## config.mk

```make
export PLATFORM = sky130hd
export DESIGN_NAME = sc8b10b_codec
export DESIGN_NICKNAME = d
export VERILOG_FILES = /design/src/hw/sc8b10b_codec.v
export VERILOG_INCLUDE_DIRS = /design/src /design/src/hw
export SDC_FILE = /design/constraint.sdc
export NUM_CORES = 1
export LEC_CHECK = 0
export BUFFER_PORTS_ARGS = -buffer_cell sky130_fd_sc_hd__buf_2
export CAP_MARGIN = 30
export CORE_MARGIN = 1.5
export CORE_UTILIZATION = 36
export DETAILED_ROUTE_END_ITERATION = 8
export PLACE_DENSITY_LB_ADDON = 0.08
export SKIP_LAST_GASP = 1
export SLEW_MARGIN = 20
export SYNTH_ARGS = -nofsm -noshare
export SYNTH_HDL_FRONTEND = slang
export SYNTH_SLANG_ARGS = --single-unit
export TNS_END_PERCENT = 1
```

## constraint.sdc

```tcl
create_clock -name core_clk -period 17.8 [get_ports core_clk]
set_clock_uncertainty 0.1 [all_clocks]
set_input_delay 1.78 -clock core_clk [delete_from_list [all_inputs] [get_ports core_clk]]
set_output_delay 1.78 -clock core_clk [all_outputs]
set_load 0.03 [all_outputs]
```

## src/hw/sc8b10b_consts.vh

```
// constants for the character-level 8b/10b codec
// Contract
// - K28.3 (rd- 001111 0011) only as byte 0 of non-ALIGN primitives.
// - K28.5 is 001111 1010 at rd-, 110000 0101 at rd+; ALIGN byte 0.
// - only K28.3 and K28.5 are legal, always as first primitive byte.
// - primitive characters obey normal running-disparity rules, per character and sub-block.
// - both control characters invert the running disparity.
// - a whole ALIGN primitive leaves running disparity unchanged.
// - serial bit order is a b c d e i f g h j.
// - Dword bytes go byte 0 first, byte 3 last; receiver reassembles likewise.
// - frame Dwords go in ascending order: SOF, contents, CRC, EOF.
// - wider datapaths allowed if byte order and sub-block disparity are kept.
// - decode only against the current-disparity column; found symbols pass on.
// - symbols missing from that column are flagged as code violations.
// - receive disparity updates on every character, violations included.
// - disparity evaluated after each 6-bit and 4-bit sub-block, carried forward.
// - same-polarity non-neutral sub-blocks in a row give an invalid character.
// - optionally count disparity errors and code violations for firmware.
// - a primitive is one constant Dword whose first byte is a control character.
`ifndef SC8B10B_CONSTS_VH
`define SC8B10B_CONSTS_VH

`define SC_RD_NEG 1'h0
`define SC_K28_3_BYTE 8'h7C
`define SC_K28_5_BYTE 8'hBC
`define SC_K283_RDN 10'h0F3
`define SC_K283_RDP 10'h30C
`define SC_K285_RDN 10'h0FA
`define SC_K285_RDP 10'h305
// 5b/6b rd- codes, abcdei with a as msb, entry 0 in the low bits
`define SC_TBL6 {6'h2B, 6'h1E, 6'h2E, 6'h0E, 6'h36, 6'h16, 6'h26, 6'h33, \
  6'h3A, 6'h1A, 6'h2A, 6'h0B, 6'h32, 6'h13, 6'h23, 6'h1B, \
  6'h17, 6'h1C, 6'h2C, 6'h0D, 6'h34, 6'h15, 6'h25, 6'h39, \
  6'h38, 6'h19, 6'h29, 6'h35, 6'h31, 6'h2D, 6'h1D, 6'h27}
// 3b/4b rd- codes, fghj with f as msb
`define SC_TBL4 {4'hE, 4'h6, 4'hA, 4'hD, 4'hC, 4'h5, 4'h9, 4'hB}
`define SC_ALT7 4'h7
`define SC_X_D7 5'h07
`define SC_Y_3 3'h3
`define SC_Y_7 3'h7
`define SC_ALT_RDN(x) ((x) == 5'h11 || (x) == 5'h12 || (x) == 5'h14)
`define SC_ALT_RDP(x) ((x) == 5'h0B || (x) == 5'h0D || (x) == 5'h0E)
`define SC_BAL6 4'h3
`define SC_BAL4 4'h2
`define SC_W6 6
`define SC_W4 4
`define SC_SYM_W 10
`define SC_LAST_BIT 4'h9
`define SC_PRELOAD_BIT 4'h8
`define SC_BYTE_0 2'h0
`define SC_BYTE_3 2'h3
`define SC_CNT_W 16
`define SC_NCHAR 256

`endif

```

## src/hw/sc8b10b_codec.v

```verilog
// character-level 8b/10b encoder, serializer and decoder
`include "sc8b10b_consts.vh"

module sc8b10b_codec (
  input wire core_clk,
  input wire rst_n,
  input wire [31:0] tx_dword,
  input wire tx_prim,
  input wire tx_valid,
  output reg tx_ready,
  output reg tx_reject,
  output reg tx_bit,
  output reg tx_char_start,
  output reg tx_active,
  input wire [9:0] rx_sym,
  input wire rx_sym_valid,
  output reg [31:0] rx_dword,
  output reg rx_ctl,
  output reg [3:0] rx_viol,
  output reg rx_dword_valid,
  output reg [15:0] viol_count,
  output reg [15:0] disp_err_count
);

  localparam [1:0] ST_IDLE = 2'h1;
  localparam [1:0] ST_SEND = 2'h2;

  // popcount of a 10-bit field
  function [3:0] sc_ones;
    input [9:0] v;
    integer n;
    begin
      sc_ones = 4'h0;
      for (n = 0; n < `SC_SYM_W; n = n + 1)
      begin
        sc_ones = sc_ones + {3'h0, v[n]};
      end
    end
  endfunction

  // returns {rd after, symbol with bit 0 = a sent first}
  function [10:0] sc_enc;
    input [7:0] d;
    input k;
    input rd;
    reg [5:0] c6;
    reg [3:0] c4;
    reg [9:0] m;
    reg [191:0] t6;
    reg [31:0] t4;
    reg rm;
    reg rout;
    integer n;
    begin
      c6 = 6'h00;
      c4 = 4'h0;
      t6 = `SC_TBL6;
      t4 = `SC_TBL4;
      rm = rd;
      if (k)
      begin
        if (d == `SC_K28_5_BYTE)
          m = rd ? `SC_K285_RDP : `SC_K285_RDN;
        else
          m = rd ? `SC_K283_RDP : `SC_K283_RDN;
        rout = ~rd;
      end
      else
      begin
        c6 = t6[`SC_W6 * d[4:0] +: `SC_W6];
        if (rd && (sc_ones({4'h0, c6}) != `SC_BAL6 || d[4:0] == `SC_X_D7))
          c6 = ~c6;
        // sub-block disparity carried into the 4b part
        rm = (sc_ones({4'h0, c6}) == `SC_BAL6) ? rd : ~rd;
        c4 = t4[`SC_W4 * d[7:5] +: `SC_W4];
        if (d[7:5] == `SC_Y_7 && ((!rm && `SC_ALT_RDN(d[4:0])) || (rm && `SC_ALT_RDP(d[4:0]))))
          c4 = `SC_ALT7;
        if (rm && (sc_ones({6'h00, c4}) != `SC_BAL4 || d[7:5] == `SC_Y_3))
          c4 = ~c4;
        rout = (sc_ones({6'h00, c4}) == `SC_BAL4) ? rm : ~rm;
        m = {c6, c4};
      end
      // a..j printed msb first; bit 0 leaves the wire first
      for (n = 0; n < `SC_SYM_W; n = n + 1)
      begin
        sc_enc[n] = m[`SC_SYM_W - 1 - n];
      end
      sc_enc[`SC_SYM_W] = rout;
    end
  endfunction

  // ---------------- transmit ----------------
  reg [1:0] state;
  reg [1:0] next_state;
  reg [31:0] tx_hold;
  reg [31:0] next_tx_hold;
  reg tx_hold_prim;
  reg next_tx_hold_prim;
  reg [1:0] byte_idx;
  reg [1:0] next_byte_idx;
  reg [3:0] bit_cnt;
  reg [3:0] next_bit_cnt;
  reg [9:0] shreg;
  reg [9:0] next_shreg;
  reg tx_rd;
  reg next_tx_rd;
  reg next_tx_bit;
  reg next_tx_char_start;
  reg next_tx_ready;
  reg next_tx_reject;
  reg take;
  reg legal;
  reg [10:0] enc_out;

  always @*
  begin
    next_state = state;
    next_tx_hold = tx_hold;
    next_tx_hold_prim = tx_hold_prim;
    next_byte_idx = byte_idx;
    next_bit_cnt = bit_cnt;
    next_shreg = shreg;
    next_tx_rd = tx_rd;
    next_tx_bit = tx_bit;
    next_tx_char_start = 1'b0;
    next_tx_reject = 1'b0;
    take = tx_ready && tx_valid;
    // only the two legal control characters may open a primitive
    legal = !tx_prim || tx_dword[7:0] == `SC_K28_3_BYTE
      || tx_dword[7:0] == `SC_K28_5_BYTE;
    enc_out = 11'h000;
    case (state)
      ST_IDLE:
      begin
        next_tx_bit = 1'b0;
        if (take && !legal)
          next_tx_reject = 1'b1;
        else if (take)
        begin
          // byte 0 first; control only there
          enc_out = sc_enc(tx_dword[7:0], tx_prim, tx_rd);
          next_tx_hold = tx_dword;
          next_tx_hold_prim = tx_prim;
          next_byte_idx = `SC_BYTE_0;
          next_bit_cnt = 4'h0;
          next_tx_bit = enc_out[0];
          next_shreg = enc_out[9:0] >> 1;
          next_tx_rd = enc_out[`SC_SYM_W];
          next_tx_char_start = 1'b1;
          next_state = ST_SEND;
        end
      end
      ST_SEND:
      begin
        next_tx_bit = shreg[0];
        next_shreg = shreg >> 1;
        next_bit_cnt = bit_cnt + 4'h1;
        if (bit_cnt == `SC_LAST_BIT)
        begin
          next_bit_cnt = 4'h0;
          if (byte_idx != `SC_BYTE_3)
          begin
            // one byte at a time keeps byte order and sub-block disparity
            next_byte_idx = byte_idx + 2'h1;
            enc_out = sc_enc(tx_hold[8 * next_byte_idx +: 8], 1'b0, tx_rd);
            next_tx_bit = enc_out[0];
            next_shreg = enc_out[9:0] >> 1;
            next_tx_rd = enc_out[`SC_SYM_W];
            next_tx_char_start = 1'b1;
          end
          else if (take && legal)
          begin
            // back-to-back Dwords go out in arrival order
            enc_out = sc_enc(tx_dword[7:0], tx_prim, tx_rd);
            next_tx_hold = tx_dword;
            next_tx_hold_prim = tx_prim;
            next_byte_idx = `SC_BYTE_0;
            next_tx_bit = enc_out[0];
            next_shreg = enc_out[9:0] >> 1;
            next_tx_rd = enc_out[`SC_SYM_W];
            next_tx_char_start = 1'b1;
          end
          else
          begin
            next_tx_reject = take;
            next_tx_bit = 1'b0;
            next_state = ST_IDLE;
          end
        end
      end
      default:
      begin
        next_state = ST_IDLE;
      end
    endcase
    next_tx_ready = (next_state == ST_IDLE)
      || (next_byte_idx == `SC_BYTE_3 && next_bit_cnt == `SC_LAST_BIT);
  end

  always @(posedge core_clk or negedge rst_n)
  begin
    if (!rst_n)
    begin
      state <= ST_IDLE;
      tx_hold <= 32'h00000000;
      tx_hold_prim <= 1'b0;
      byte_idx <= 2'h0;
      bit_cnt <= 4'h0;
      shreg <= 10'h000;
      tx_rd <= `SC_RD_NEG;
      tx_bit <= 1'b0;
      tx_char_start <= 1'b0;
      tx_ready <= 1'b0;
      tx_reject <= 1'b0;
      tx_active <= 1'b0;
    end
    else
    begin
      state <= next_state;
      tx_hold <= next_tx_hold;
      tx_hold_prim <= next_tx_hold_prim;
      byte_idx <= next_byte_idx;
      bit_cnt <= next_bit_cnt;
      shreg <= next_shreg;
      tx_rd <= next_tx_rd;
      tx_bit <= next_tx_bit;
      tx_char_start <= next_tx_char_start;
      tx_ready <= next_tx_ready;
      tx_reject <= next_tx_reject;
      tx_active <= (next_state == ST_SEND);
    end
  end

  // ---------------- receive ----------------
  reg rx_rd;
  wire [`SC_NCHAR-1:0] hit;
  wire [10:0] k283_exp;
  wire [10:0] k285_exp;

  // one comparator per data character, current column only
  genvar gi;
  generate
    for (gi = 0; gi < `SC_NCHAR; gi = gi + 1)
    begin : g_col
      localparam [7:0] CODE = gi;
      wire [10:0] exp_sym;
      assign exp_sym = sc_enc(CODE, 1'b0, rx_rd);
      assign hit[gi] = (exp_sym[9:0] == rx_sym);
    end
  endgenerate

  assign k283_exp = sc_enc(`SC_K28_3_BYTE, 1'b1, rx_rd);
  assign k285_exp = sc_enc(`SC_K28_5_BYTE, 1'b1, rx_rd);

  reg [7:0] dec_byte;
  reg dec_k;
  reg dec_ok;
  reg [3:0] p6;
  reg [3:0] p4;
  reg rx_mid;
  reg next_rx_rd;
  reg disp_err;
  integer j;

  always @*
  begin
    dec_byte = 8'h00;
    dec_k = 1'b0;
    dec_ok = 1'b0;
    for (j = 0; j < `SC_NCHAR; j = j + 1)
    begin
      if (hit[j])
      begin
        dec_byte = j[7:0];
        dec_ok = 1'b1;
      end
    end
    if (rx_sym == k283_exp[9:0] || rx_sym == k285_exp[9:0])
    begin
      dec_byte = (rx_sym == k285_exp[9:0]) ? `SC_K28_5_BYTE : `SC_K28_3_BYTE;
      dec_k = 1'b1;
      dec_ok = 1'b1;
    end
    // disparity from the received bits, sub-block by sub-block
    p6 = sc_ones({4'h0, rx_sym[5:0]});
    p4 = sc_ones({6'h00, rx_sym[9:6]});
    rx_mid = (p6 > `SC_BAL6) ? 1'b1 : (p6 < `SC_BAL6) ? 1'b0 : rx_rd;
    next_rx_rd = (p4 > `SC_BAL4) ? 1'b1 : (p4 < `SC_BAL4) ? 1'b0 : rx_mid;
    // same-polarity sub-blocks in a row cannot match the column
    disp_err = (p6 > `SC_BAL6 && rx_rd) || (p6 < `SC_BAL6 && !rx_rd)
      || (p4 > `SC_BAL4 && rx_mid) || (p4 < `SC_BAL4 && !rx_mid);
  end

  reg [1:0] rx_idx;
  reg [31:0] rx_acc;
  reg [3:0] rx_vacc;
  reg rx_kacc;

  always @(posedge core_clk or negedge rst_n)
  begin
    if (!rst_n)
    begin
      rx_rd <= `SC_RD_NEG;
      rx_idx <= 2'h0;
      rx_acc <= 32'h00000000;
      rx_vacc <= 4'h0;
      rx_kacc <= 1'b0;
      rx_dword <= 32'h00000000;
      rx_ctl <= 1'b0;
      rx_viol <= 4'h0;
      rx_dword_valid <= 1'b0;
      viol_count <= 16'h0000;
      disp_err_count <= 16'h0000;
    end
    else
    begin
      rx_dword_valid <= 1'b0;
      if (rx_sym_valid)
      begin
        rx_rd <= next_rx_rd;
        if (!dec_ok && viol_count != {`SC_CNT_W{1'b1}})
          viol_count <= viol_count + 16'h0001;
        if (disp_err && disp_err_count != {`SC_CNT_W{1'b1}})
          disp_err_count <= disp_err_count + 16'h0001;
        if (dec_k)
        begin
          // a control character always opens a new Dword
          rx_acc <= {24'h000000, dec_byte};
          rx_vacc <= 4'h0;
          rx_kacc <= 1'b1;
          rx_idx <= 2'h1;
        end
        else
        begin
          rx_acc[8 * rx_idx +: 8] <= dec_byte;
          rx_vacc[rx_idx] <= !dec_ok;
          rx_idx <= rx_idx + 2'h1;
          if (rx_idx == `SC_BYTE_0)
            rx_kacc <= 1'b0;
          if (rx_idx == `SC_BYTE_3)
          begin
            rx_dword <= {dec_byte, rx_acc[23:0]};
            rx_viol <= {!dec_ok, rx_vacc[2:0]};
            rx_ctl <= rx_kacc;
            rx_dword_valid <= 1'b1;
          end
        end
      end
    end
  end

endmodule // sc8b10b_codec

```

-- Word-level counts from Yosys, hierarchy flattened
Index checks and enable logic that the tools add are counted.
- logic and storage cells: 1305
- bits of input ports: 47
- output and inout port bits: 75
- bits in registers: 166
- order comparisons: 6
- multiplexer cells: 732
- add/sub/neg operators: 133
- bitwise logic cells: 13
- reductions and logical operators: 68
- shifts and indexed selects: 7
- eq/ne operators: 322
- $mul: 2
- operators with widths (kind ; number):
    2-to-1 mux 8 bit ; 256
    == test 10 bit ; 158
    2-to-1 mux 4 bit ; 98
    indexed part select 192 x 9 -> 6 bit (first input constant) ; 2
    == test 10 bit (first input constant) ; 36
    == test 9 x 10 -> 1 bit (first input constant) ; 36
    2-to-1 mux 1 bit ; 310
    == test 9 x 10 -> 1 bit ; 28
    adder 4 x 1 -> 4 bit ; 48
    2-to-1 mux 32 bit ; 6
    2-to-1 mux 6 bit ; 27
    adder 3 x 1 -> 4 bit ; 24
    2-to-1 mux 10 bit ; 9
    == test 4 x 2 -> 1 bit (second input constant) ; 20
    adder 2 x 1 -> 3 bit ; 26
    case mux 32 bit (2 select lines) ; 1
    indexed part select 32 x 6 -> 4 bit (first input constant) ; 2
    adder 1 x 1 -> 2 bit ; 29
    negator 5 -> 34 bit ; 1
    variable shift 8 x 34 -> 32 bit (first input constant) ; 1
    indexed part select 8 x 34 -> 32 bit ; 1
    adder 16 x 1 -> 16 bit (second input constant) ; 2
    bitwise mux 32 bit ; 1
    != test 16 bit (second input constant) ; 2
    41 further kinds ; 159

-- Longest topological paths before layout
Gate-level depths: netlist of run 1.
- word-level depth: 270
- mapped depth: 46
- mapped depth without buffers: 44

-- Worst setup path before layout of run 1
Ideal clock, no wire load.
- path kind: register to register
- from: register byte_idx[0]
- to: register tx_rd
- library setup time: 0.127 ns
- required time: 17.573 ns
- buffers on the path: 2
- data arrival time: 10.074 ns
- clock period less this slack: 10.301 ns
- cell stages (with the launch flop): 45
- setup slack: 7.499 ns
- path through: dfrtp_1 ha_1 clkbuf_1 mux4_2 inv_1 ha_1 clkbuf_1 inv_1 o21ai_0 nor2_1 a221oi_1 o21ai_1 fa_1 fa_1 inv_1 ha_1 fa_1 nand2_1 [... 9 more ...] xnor2_1 and4_1 o21ai_0 nand2_1 a31oi_1 inv_1 fa_1 ha_1 ha_1 a31oi_1 xor2_1 ha_1 ha_1 ha_1 nand2_1 xnor2_1 o21ai_0 o21ai_0
- cells in the longest elaborated chain, start to end: 49
- elaborated cells between the ends (all ways): 70
- those cells by class: add/sub (17); mul (1); eq/ne (15); shift (3); mux (17); bitwise (3); reduce/logical (14)
- RTL lines (element ; RTL line ; text):
    start: declaration ; sc8b10b_codec.v:99 ; reg [1:0] byte_idx;
    start signal: assignment ; sc8b10b_codec.v:222 ; byte_idx <= next_byte_idx;
    adder 2 x 1 -> 2 bit ; sc8b10b_codec.v:164 ; next_byte_idx = byte_idx + 2'h1;
    indexed part select 32 x 6 -> 8 bit ; sc8b10b_codec.v:165 ; enc_out = sc_enc(tx_hold[8 * next_byte_idx +: 8], 1'b0, tx_rd);
    multiplier 2 x 5 -> 7 bit (no line) ; -- ;
    indexed part select 192 x 9 -> 6 bit ; sc8b10b_codec.v:70 ; c6 = t6[`SC_W6 * d[4:0] +: `SC_W6];
    adder 1 x 1 -> 2 bit ; sc8b10b_codec.v:36 ; sc_ones = sc_ones + {3'h0, v[n]};
    adder 2 x 1 -> 3 bit ; sc8b10b_codec.v:36 ;
    adder 3 x 1 -> 4 bit ; sc8b10b_codec.v:36 ;
    adder 4 x 1 -> 4 bit (2 in series) ; sc8b10b_codec.v:36 ;
    [... 32 more ...] ; -- ;
    adder 1 x 1 -> 2 bit ; sc8b10b_codec.v:36 ;
    adder 2 x 1 -> 3 bit ; sc8b10b_codec.v:36 ;
    adder 3 x 1 -> 4 bit ; sc8b10b_codec.v:36 ;
    == test 4 x 2 -> 1 bit (no line) ; -- ;
    2-to-1 mux 1 bit ; sc8b10b_codec.v:80 ; rout = (sc_ones({6'h00, c4}) == `SC_BAL4) ? rm : ~rm;
    2-to-1 mux 1 bit ; sc8b10b_codec.v:161 ; if (byte_idx != `SC_BYTE_3)
    2-to-1 mux 1 bit ; sc8b10b_codec.v:158 ; if (bit_cnt == `SC_LAST_BIT)
    case mux 1 bit (2 select lines) ; sc8b10b_codec.v:132 ; case (state)
    end signal: assignment ; sc8b10b_codec.v:210 ; tx_rd <= `SC_RD_NEG;
    end signal: assignment ; sc8b10b_codec.v:225 ; tx_rd <= next_tx_rd;
    end: declaration ; sc8b10b_codec.v:105 ; reg tx_rd;
Several ways; a longest one is shown, not always the timed one. The select of a mux whose other input is x is not followed.
A chain may end at the register's enable or synchronous reset.

-- Worst setup path in the final report of run 1
Ends and elaborated chain as after synthesis.

==> impl_metrics.env, run 1 <==
export IMPL_post_cts_resized_instances=0
export IMPL_postSynthAreaPerCell_sq_um=8.02
export IMPL_hold_class="register to register"
export IMPL_track_usage_pct=29.9
export IMPL_grt_setup_unrepaired="no"
export IMPL_placement_setup_slack_ns=6.40
export IMPL_ant_nets=0
export IMPL_critPathMaxStageDelay_ns=0.63
export IMPL_h_tree_depth=4
export IMPL_max_cap_violations=0
export IMPL_yosys_register_bits=156
export IMPL_power_leakage_nw=6.93
export IMPL_wl_microns=62700
export IMPL_hold_worst_slack_ns=0.368
export IMPL_residual_drc_count=0
export IMPL_cp_max_fo=11
export IMPL_cp_buffers_inverters=6
export IMPL_max_slew_margin_pct=22.7
export IMPL_synth_nets=1937
export IMPL_clock_sinks=156
export IMPL_synth_enable_flop_cells=0
export IMPL_vias_per_cell=6.35
export IMPL_dp_hpwl_microns=46600
export IMPL_num_fill_cells=4170
export IMPL_floorplan_die_area_sq_um=41800
export IMPL_postLayoutSetupSlackWorst_ns=6.41
export IMPL_first_global_vias=15000
export IMPL_cts_root_buf="sky130_fd_sc_hd__clkbuf_16"
export IMPL_worst_setup_slack_for_register_to_register_paths_ns=6.41
export IMPL_cp_depth=43
export IMPL_startpoint="byte_idx[0]"
export IMPL_crit_top_cell="sky130_fd_sc_hd__ha_1"
export IMPL_fp_coreArea_sq_um=39800
export IMPL_worst_path_dominant_cell_family="adder cells"
export IMPL_outcome="finished clean"
export IMPL_arrival_time_of_data_at_the_critical_path_endpoint_ns=11.59
export IMPL_start_util_pct=36.6
export IMPL_r2r_cells=43
export IMPL_antenna_violations_before_repair=0
export IMPL_ys_dominant_reg_cell="sky130_fd_sc_hd__dfrtp_1"
export IMPL_synth_area_top_cells="sky130_fd_sc_hd__dfrtp_1, sky130_fd_sc_hd__nand2_1, sky130_fd_sc_hd__ha_1"
export IMPL_drtIter0Drc=1814
export IMPL_first_pass_iters=5
export IMPL_global_route_overflow_total=0
export IMPL_gpl_final_weighted_congestion=0.993
export IMPL_crit_path_capture_type="register"
export IMPL_io_pins=122
export IMPL_timing_setup_critical_path_class="register to register"
export IMPL_ctsHoldBuffers=0
export IMPL_netlist_cell_type_count=110
export IMPL_fp_dieW_microns=204
export IMPL_layout_drive_gt1_share_pct=16.6
export IMPL_flow_area_growth_from_synthesis_pct=11.7
export IMPL_ff_latch_area_sq_um=3910
export IMPL_first_pass_grt_wire_length_microns=94000
export IMPL_sequential_area_share_after_synthesis_pct=26.8
export IMPL_critical_path_reg2reg_endpoint="tx_rd"
export IMPL_port_buffer_count=121
export IMPL_synth_largest_type_area_fraction_pct=26.6
export IMPL_portion_of_the_clock_cycle_consumed_by_the_worst_path_in_the_final_layout_pct=64.0
export IMPL_power_density_nw_per_um2=166
export IMPL_timing_hold_violations_final=0
export IMPL_final_nets=2009
export IMPL_slew_violations=0
export IMPL_routed_via_count=15400
export IMPL_fp_row_count=73
export IMPL_insertedDiodeCount=0
export IMPL_post_synth_instance_area_sq_um=14600
export IMPL_cts_path_max_buffers=2
export IMPL_critPathCapture="tx_rd"
export IMPL_setup_tns_final_ns=0
export IMPL_tightestPinTransition_ns=1.15
export IMPL_cp_data_required_time_ns=18.01
export IMPL_max_clock_freq_mhz=87.8
export IMPL_async_reset_ff_share_pct=100
export IMPL_netlist_top_cells_count="sky130_fd_sc_hd__nand2_1, sky130_fd_sc_hd__dfrtp_1, sky130_fd_sc_hd__o21ai_0, sky130_fd_sc_hd__nor2_1, sky130_fd_sc_hd__a21oi_1"
export IMPL_tritoncts_num_buffers=17
export IMPL_chipHeight_microns=204
export IMPL_synth_area_leader_cell="sky130_fd_sc_hd__dfrtp_1"
export IMPL_syn_inst=1819
export IMPL_post_cts_setup_buffer_count=0
export IMPL_worst_ir_drop_vdd_v=0.000324
export IMPL_multi_input_area_sq_um=9890
export IMPL_worstSetupStartpointType="register"
export IMPL_synthMostInstantiatedCell="sky130_fd_sc_hd__nand2_1"
export IMPL_cts_tree="built"
export IMPL_final_min_clock_period_ns=11.39
export IMPL_finalSetupViolCount=0
export IMPL_detail_route_wl_per_cell_microns=25.8
export IMPL_reg2reg_from="byte_idx[0]"
export IMPL_worst_setup_hold_path_clk_slew_ns=0.07
export IMPL_synth_warnings=0
export IMPL_worstSkewPairLatency_ns=0.44
export IMPL_fin_util_pct=40.9
export IMPL_grt_start_max_net_pins=67
export IMPL_critical_path_slowest_cell="sky130_fd_sc_hd__ha_1"
-- layer usage --
metal	up-vias	wire length [microns]	global-route usage [%]
met1	7445	25600	38.6
met3	212	5310	5.69
met2	861	28100	47.3
met5	-	0	0
li1	6902	-	-
met4	0	3660	15.3
-- where the power goes --
| part | switching [mW] | leakage, nW | internal (mW) |
|---|---|---|---|
| registers | 0.0857 | 2.00 | 0.461 |
| logic | 1.07 | 4.63 | 0.716 |
| clock network | 0.171 | 0.301 | 0.203 |
-- through the flow --
step           instances  area (sq um)  total power [mW]
2_1_floorplan       1819         14600              1.90
3_3_place_gp        2391         15600              2.32
3_5_place_dp        2396         15700              2.35
4_1_cts             2428         16300              2.74
5_1_grt             2429         16300              3.00
6_report            2429         16300              2.70
-- flip-flops by register name, indices dropped and copies added, names as in the netlist, 2 cells and up --
name / cells
viol_count: 16
tx_hold: 32
rx_idx: 2
rx_vacc: 3
rx_viol: 4
shreg: 9
byte_idx: 2
disp_err_count: 16
rx_acc: 24
state: 2
rx_dword: 32
bit_cnt: 4
-- cells by family (layout without fill, tap and decap cells) --
| family | after synthesis | count (layout) | synth area share (%) |
|---|---|---|---|
| buffers and inverters | 184 | 269 | 5.57 |
| xor gates and xnor gates | 62 | 62 | 3.72 |
| DFF | 156 | 156 | 26.8 |
| and+or+nand+nor | 690 | 690 | 23.7 |
| AOI/OAI and AO/OA | 596 | 596 | 28.2 |
| muxes | 60 | 60 | 5.19 |
| adders and majority gates | 71 | 71 | 6.86 |
-- cell type report --
type                       count  share of cell area [%]
clock buffer                  17                    2.61
clock inverter                15                    1.15
inverter                      70                    1.61
multi-input combinational   1479                    60.7
sequential                   156                    24.0
tap                          525                    4.03
timing repair buffer         167                    5.93
-- tightest hold or removal path, cell delays in order, from the launching register on --
cell	delay (ns)
sky130_fd_sc_hd__dfrtp_1	0.34
sky130_fd_sc_hd__nand2_1	0.05
sky130_fd_sc_hd__nand2_1	0.05
-- cells in the final DEF, fill, tap and decap left out, drive strengths merged, types with 28 or more instances in the layout --
master	Yosys	routed
a21oi	118	118
buf	51	166
dfrtp	155	155
ha	56	56
inv	70	79
mux2	42	42
nand2	267	267
nand2b	28	28
nand3	58	58
nor2	125	125
nor3	46	46
o21ai	149	149
o22ai	35	35
xnor2	34	34
xor2	28	28
-- worst min path at each step --
stage	start	end	cells past startpoint
after floorplan	rx_acc[10]	rx_dword[10]	2
after global placement	rx_acc[1]	rx_dword[1]	2
after detailed placement	rx_acc[1]	rx_dword[1]	2
after CTS	rx_acc[0]	rx_dword[0]	2
after global routing	rx_dword[7]	rx_dword[7]	2
final	rx_acc[0]	rx_dword[0]	2
No activity file was read; power rests on OpenSTA's default activity.
==> inputs of run 2 (changes only) <==
ABC_AREA = 1   (was not set)
clock period = 11 ns   (was 17.8 ns; I/O delays follow)
==> run 2 against run 1 <==
Wire length fell by 12%. Highest routed layer unchanged. Synthesized cell count increased by 25%. Critical path depth up 169. Sequential cell count did not move. Critical endpoint is now rx_acc[0]. First-iteration DRC count shrank 34%. The run now ends with negative setup slack left. Register-to-register slack got worse by 8.0 ns. Combinational power increased by 100%.
==> impl_metrics.env, run 2 <==
export IMPL_failed_checks="negative setup slack"
export IMPL_synth_nets=2389
export IMPL_portion_of_the_clock_cycle_consumed_by_the_worst_path_in_the_final_layout_pct=116
export IMPL_dominant_combinational_cell_family_by_area_after_synthesis="simple AND/OR/NAND/NOR gates"
export IMPL_yosys_area_share_simple_pct=36.9
export IMPL_max_cap_violations=0
export IMPL_cts_root_buf="sky130_fd_sc_hd__clkbuf_16"
export IMPL_post_synth_instance_area_sq_um=14400
export IMPL_synth_area_top_cells="sky130_fd_sc_hd__dfrtp_1, sky130_fd_sc_hd__nand2_1, sky130_fd_sc_hd__inv_1"
export IMPL_first_pass_iters=6
export IMPL_worst_setup_slack_for_register_to_register_paths_ns=-1.57
export IMPL_power_leakage_nw=9.73
export IMPL_slew_violations=0
export IMPL_track_usage_pct=27.0
export IMPL_synth_xor_area_share_pct=3.65
export IMPL_antenna_violations_before_repair=0
export IMPL_final_cell_mix="sky130_fd_sc_hd__nand2_1, sky130_fd_sc_hd__inv_1, sky130_fd_sc_hd__nor2_1, sky130_fd_sc_hd__buf_4, sky130_fd_sc_hd__nand3_1"
export IMPL_netlist_top_cells_count="sky130_fd_sc_hd__nand2_1, sky130_fd_sc_hd__inv_1, sky130_fd_sc_hd__nor2_1, sky130_fd_sc_hd__nand3_1, sky130_fd_sc_hd__dfrtp_1"
export IMPL_insertedDiodeCount=0
export IMPL_dp_hpwl_microns=44500
export IMPL_power_report_internal_total_mw=2.55
export IMPL_startpoint="rx_sym[8]"
export IMPL_post_synthesis_compound_gate_area_fraction_pct=12.4
export IMPL_p_total_mw=5.10
export IMPL_critPathCapture="rx_acc[0]"
export IMPL_synth_area_leader_cell="sky130_fd_sc_hd__dfrtp_1"
export IMPL_async_reset_ff_share_pct=100
export IMPL_drtIter0Drc=1191
export IMPL_outcome="finished, violations left"
export IMPL_synthAdderAreaFrac_pct=6.93
export IMPL_clock_sinks=156
export IMPL_fp_dieW_microns=203
export IMPL_setup_tns_final_ns=-8.11
export IMPL_global_route_overflow_total=0
export IMPL_first_pass_grt_wire_length_microns=86600
export IMPL_critical_path_slowest_cell="sky130_fd_sc_hd__xor2_4"
export IMPL_grt_start_max_net_pins=81
export IMPL_worst_setup_hold_path_clk_slew_ns=0.06
export IMPL_final_instance_count_excl_fill=3125
export IMPL_cp_data_required_time_ns=11.19
export IMPL_crit_top_cell="sky130_fd_sc_hd__nand2_1"
export IMPL_netlist_cell_type_count=58
export IMPL_p_sw_share_pct=50.0
export IMPL_synth_warnings=0
export IMPL_final_min_clock_period_ns=12.78
export IMPL_first_global_vias=15600
export IMPL_layout_cells_most_common="sky130_fd_sc_hd__nand2_1"
export IMPL_final_nets=2705
export IMPL_chipHeight_microns=203
export IMPL_timing_setup_critical_path_class="input pin to register"
export IMPL_synth_largest_type_area_fraction_pct=26.8
export IMPL_postSynthAreaPerCell_sq_um=6.36
export IMPL_fp_row_count=73
export IMPL_worstSkewPairLatency_ns=0.43
export IMPL_port_buffer_count=121
export IMPL_worstSetupStartpointType="input pin"
export IMPL_routed_via_count=16200
export IMPL_switching_power_mw=2.55
export IMPL_start_util_pct=36.4
export IMPL_critPathMaxStageDelay_ns=0.23
export IMPL_comb_power_share_pct=70.9
export IMPL_tritoncts_num_buffers=17
export IMPL_cts_tree="built"
export IMPL_yosys_register_bits=156
export IMPL_clockPowerShare_pct=11.8
export IMPL_power_density_nw_per_um2=285
export IMPL_synthMostInstantiatedCell="sky130_fd_sc_hd__nand2_1"
export IMPL_r2r_cells=219
export IMPL_ant_nets=0
export IMPL_hold_class="register to register"
export IMPL_grt_setup_unrepaired="yes"
export IMPL_muxShareOfSynthArea_pct=1.95
export IMPL_layout_drive_gt1_share_pct=18.1
export IMPL_cp_max_fo=6
export IMPL_syn_inst=2271
export IMPL_finalSetupViolCount=8
export IMPL_fp_coreArea_sq_um=39600
export IMPL_max_slew_margin_pct=42.7
export IMPL_tightestPinTransition_ns=0.849
export IMPL_floorplan_die_area_sq_um=41300
export IMPL_synth_enable_flop_cells=0
export IMPL_io_pins=122
export IMPL_detail_route_wl_per_cell_microns=17.7
export IMPL_cts_path_max_buffers=2
export IMPL_wl_microns=55500
export IMPL_reg2reg_from="rx_rd"
export IMPL_critical_path_reg2reg_endpoint="rx_acc[0]"
export IMPL_ctsHoldBuffers=0
export IMPL_postLayoutSetupSlackWorst_ns=-1.78
export IMPL_sequential_area_share_after_synthesis_pct=27.0
export IMPL_residual_drc_count=0
export IMPL_timing_hold_violations_final=0
export IMPL_p_seq_share_pct=17.3
export IMPL_vias_per_cell=5.19
export IMPL_flow_area_growth_from_synthesis_pct=24.1
export IMPL_placed_cells_incl_taps=3086
export IMPL_gpl_final_weighted_congestion=0.994
export IMPL_top_regs="rx_dword x32, tx_hold x32, rx_acc x24"
export IMPL_worst_ir_drop_vdd_v=0.000520
export IMPL_h_tree_depth=4
export IMPL_max_clock_freq_mhz=78.3
export IMPL_ys_dominant_reg_cell="sky130_fd_sc_hd__dfrtp_1"
export IMPL_arrival_time_of_data_at_the_critical_path_endpoint_ns=12.97
export IMPL_crit_path_capture_type="register"
[run 2: power groups by stage]
stage	clock, mW	combinational (mW)	sequential (mW)
floorplan	0	2.39	1.03
global placement	0	3.52	0.888
detailed placement	0	3.61	0.892
CTS	0.618	3.63	0.884
global route	0.637	4.09	0.907
finish	0.602	3.62	0.883
[run 2: final cells by class]
class / instances / area (sq um)
Clock buffer: 19 / 443
Inverter: 348 / 1310
Clock inverter: 13 / 155
Tap cell: 525 / 657
Multi-Input combinational cell: 1714 / 9070
Fill cell: 4204 / 21700
Sequential cell: 156 / 3910
Timing Repair Buffer: 350 / 2390
[run 2: cell families after synthesis]
logic type | Yosys count
xor+xnor | 56
flops | 156
fa+ha+maj | 71
simple gates | 1261
compound gates | 301
mux | 25
buf+inv | 401
[run 2: how the worst min path moves through the flow]
stage | from | to | cells past startpoint
final | rx_dword[29] | rx_dword[29] | 2
after global routing | rx_viol[1] | rx_viol[1] | 2
after CTS | rx_dword[29] | rx_dword[29] | 2
after detailed placement | rx_dword[29] | rx_dword[29] | 2
after global placement | tx_hold[4] | tx_hold[4] | 2
after floorplan | tx_hold[4] | tx_hold[4] | 2
[run 2: routing by layer]
metal	vias up	global-route usage (%)	wire length, microns
li1	8040	-	-
met1	7550	34.9	24100
met2	508	45.9	26600
met3	113	3.00	2730
met4	0	10.6	2050
met5	-	0	0
[run 2: what timing repair did]
item                                    4_1_cts  5_1_grt
endpoints found under the setup margin        8        9
pin swaps                                     7        7
resized for setup                             4       10
endpoints found under the hold margin         0        0
setup buffers                                 4        2
[run 2: per-stage QoR]
| stage | util (%) | hold WS, ns | instance area (sq um) | setup WS, ns |
|---|---|---|---|---|
| floorplan | - | 0.346 | 14500 | -0.459 |
| global placement | 43.4 | 0.366 | 17200 | -2.09 |
| detailed placement | 43.5 | 0.366 | 17200 | -2.08 |
| CTS | 45.1 | 0.383 | 17900 | -1.65 |
| global route | 45.2 | 0.410 | 17900 | -4.02 |
| finish | 45.2 | 0.381 | 17900 | -1.78 |
[run 2: critical path, delay by kind of cell]
kind	cells	cell delay, ns
AND/OR/NAND/NOR	204	10.96
buffers and inverters	4	0.39
AO/OA/AOI/OAI	3	0.34
XOR/XNOR	1	0.23
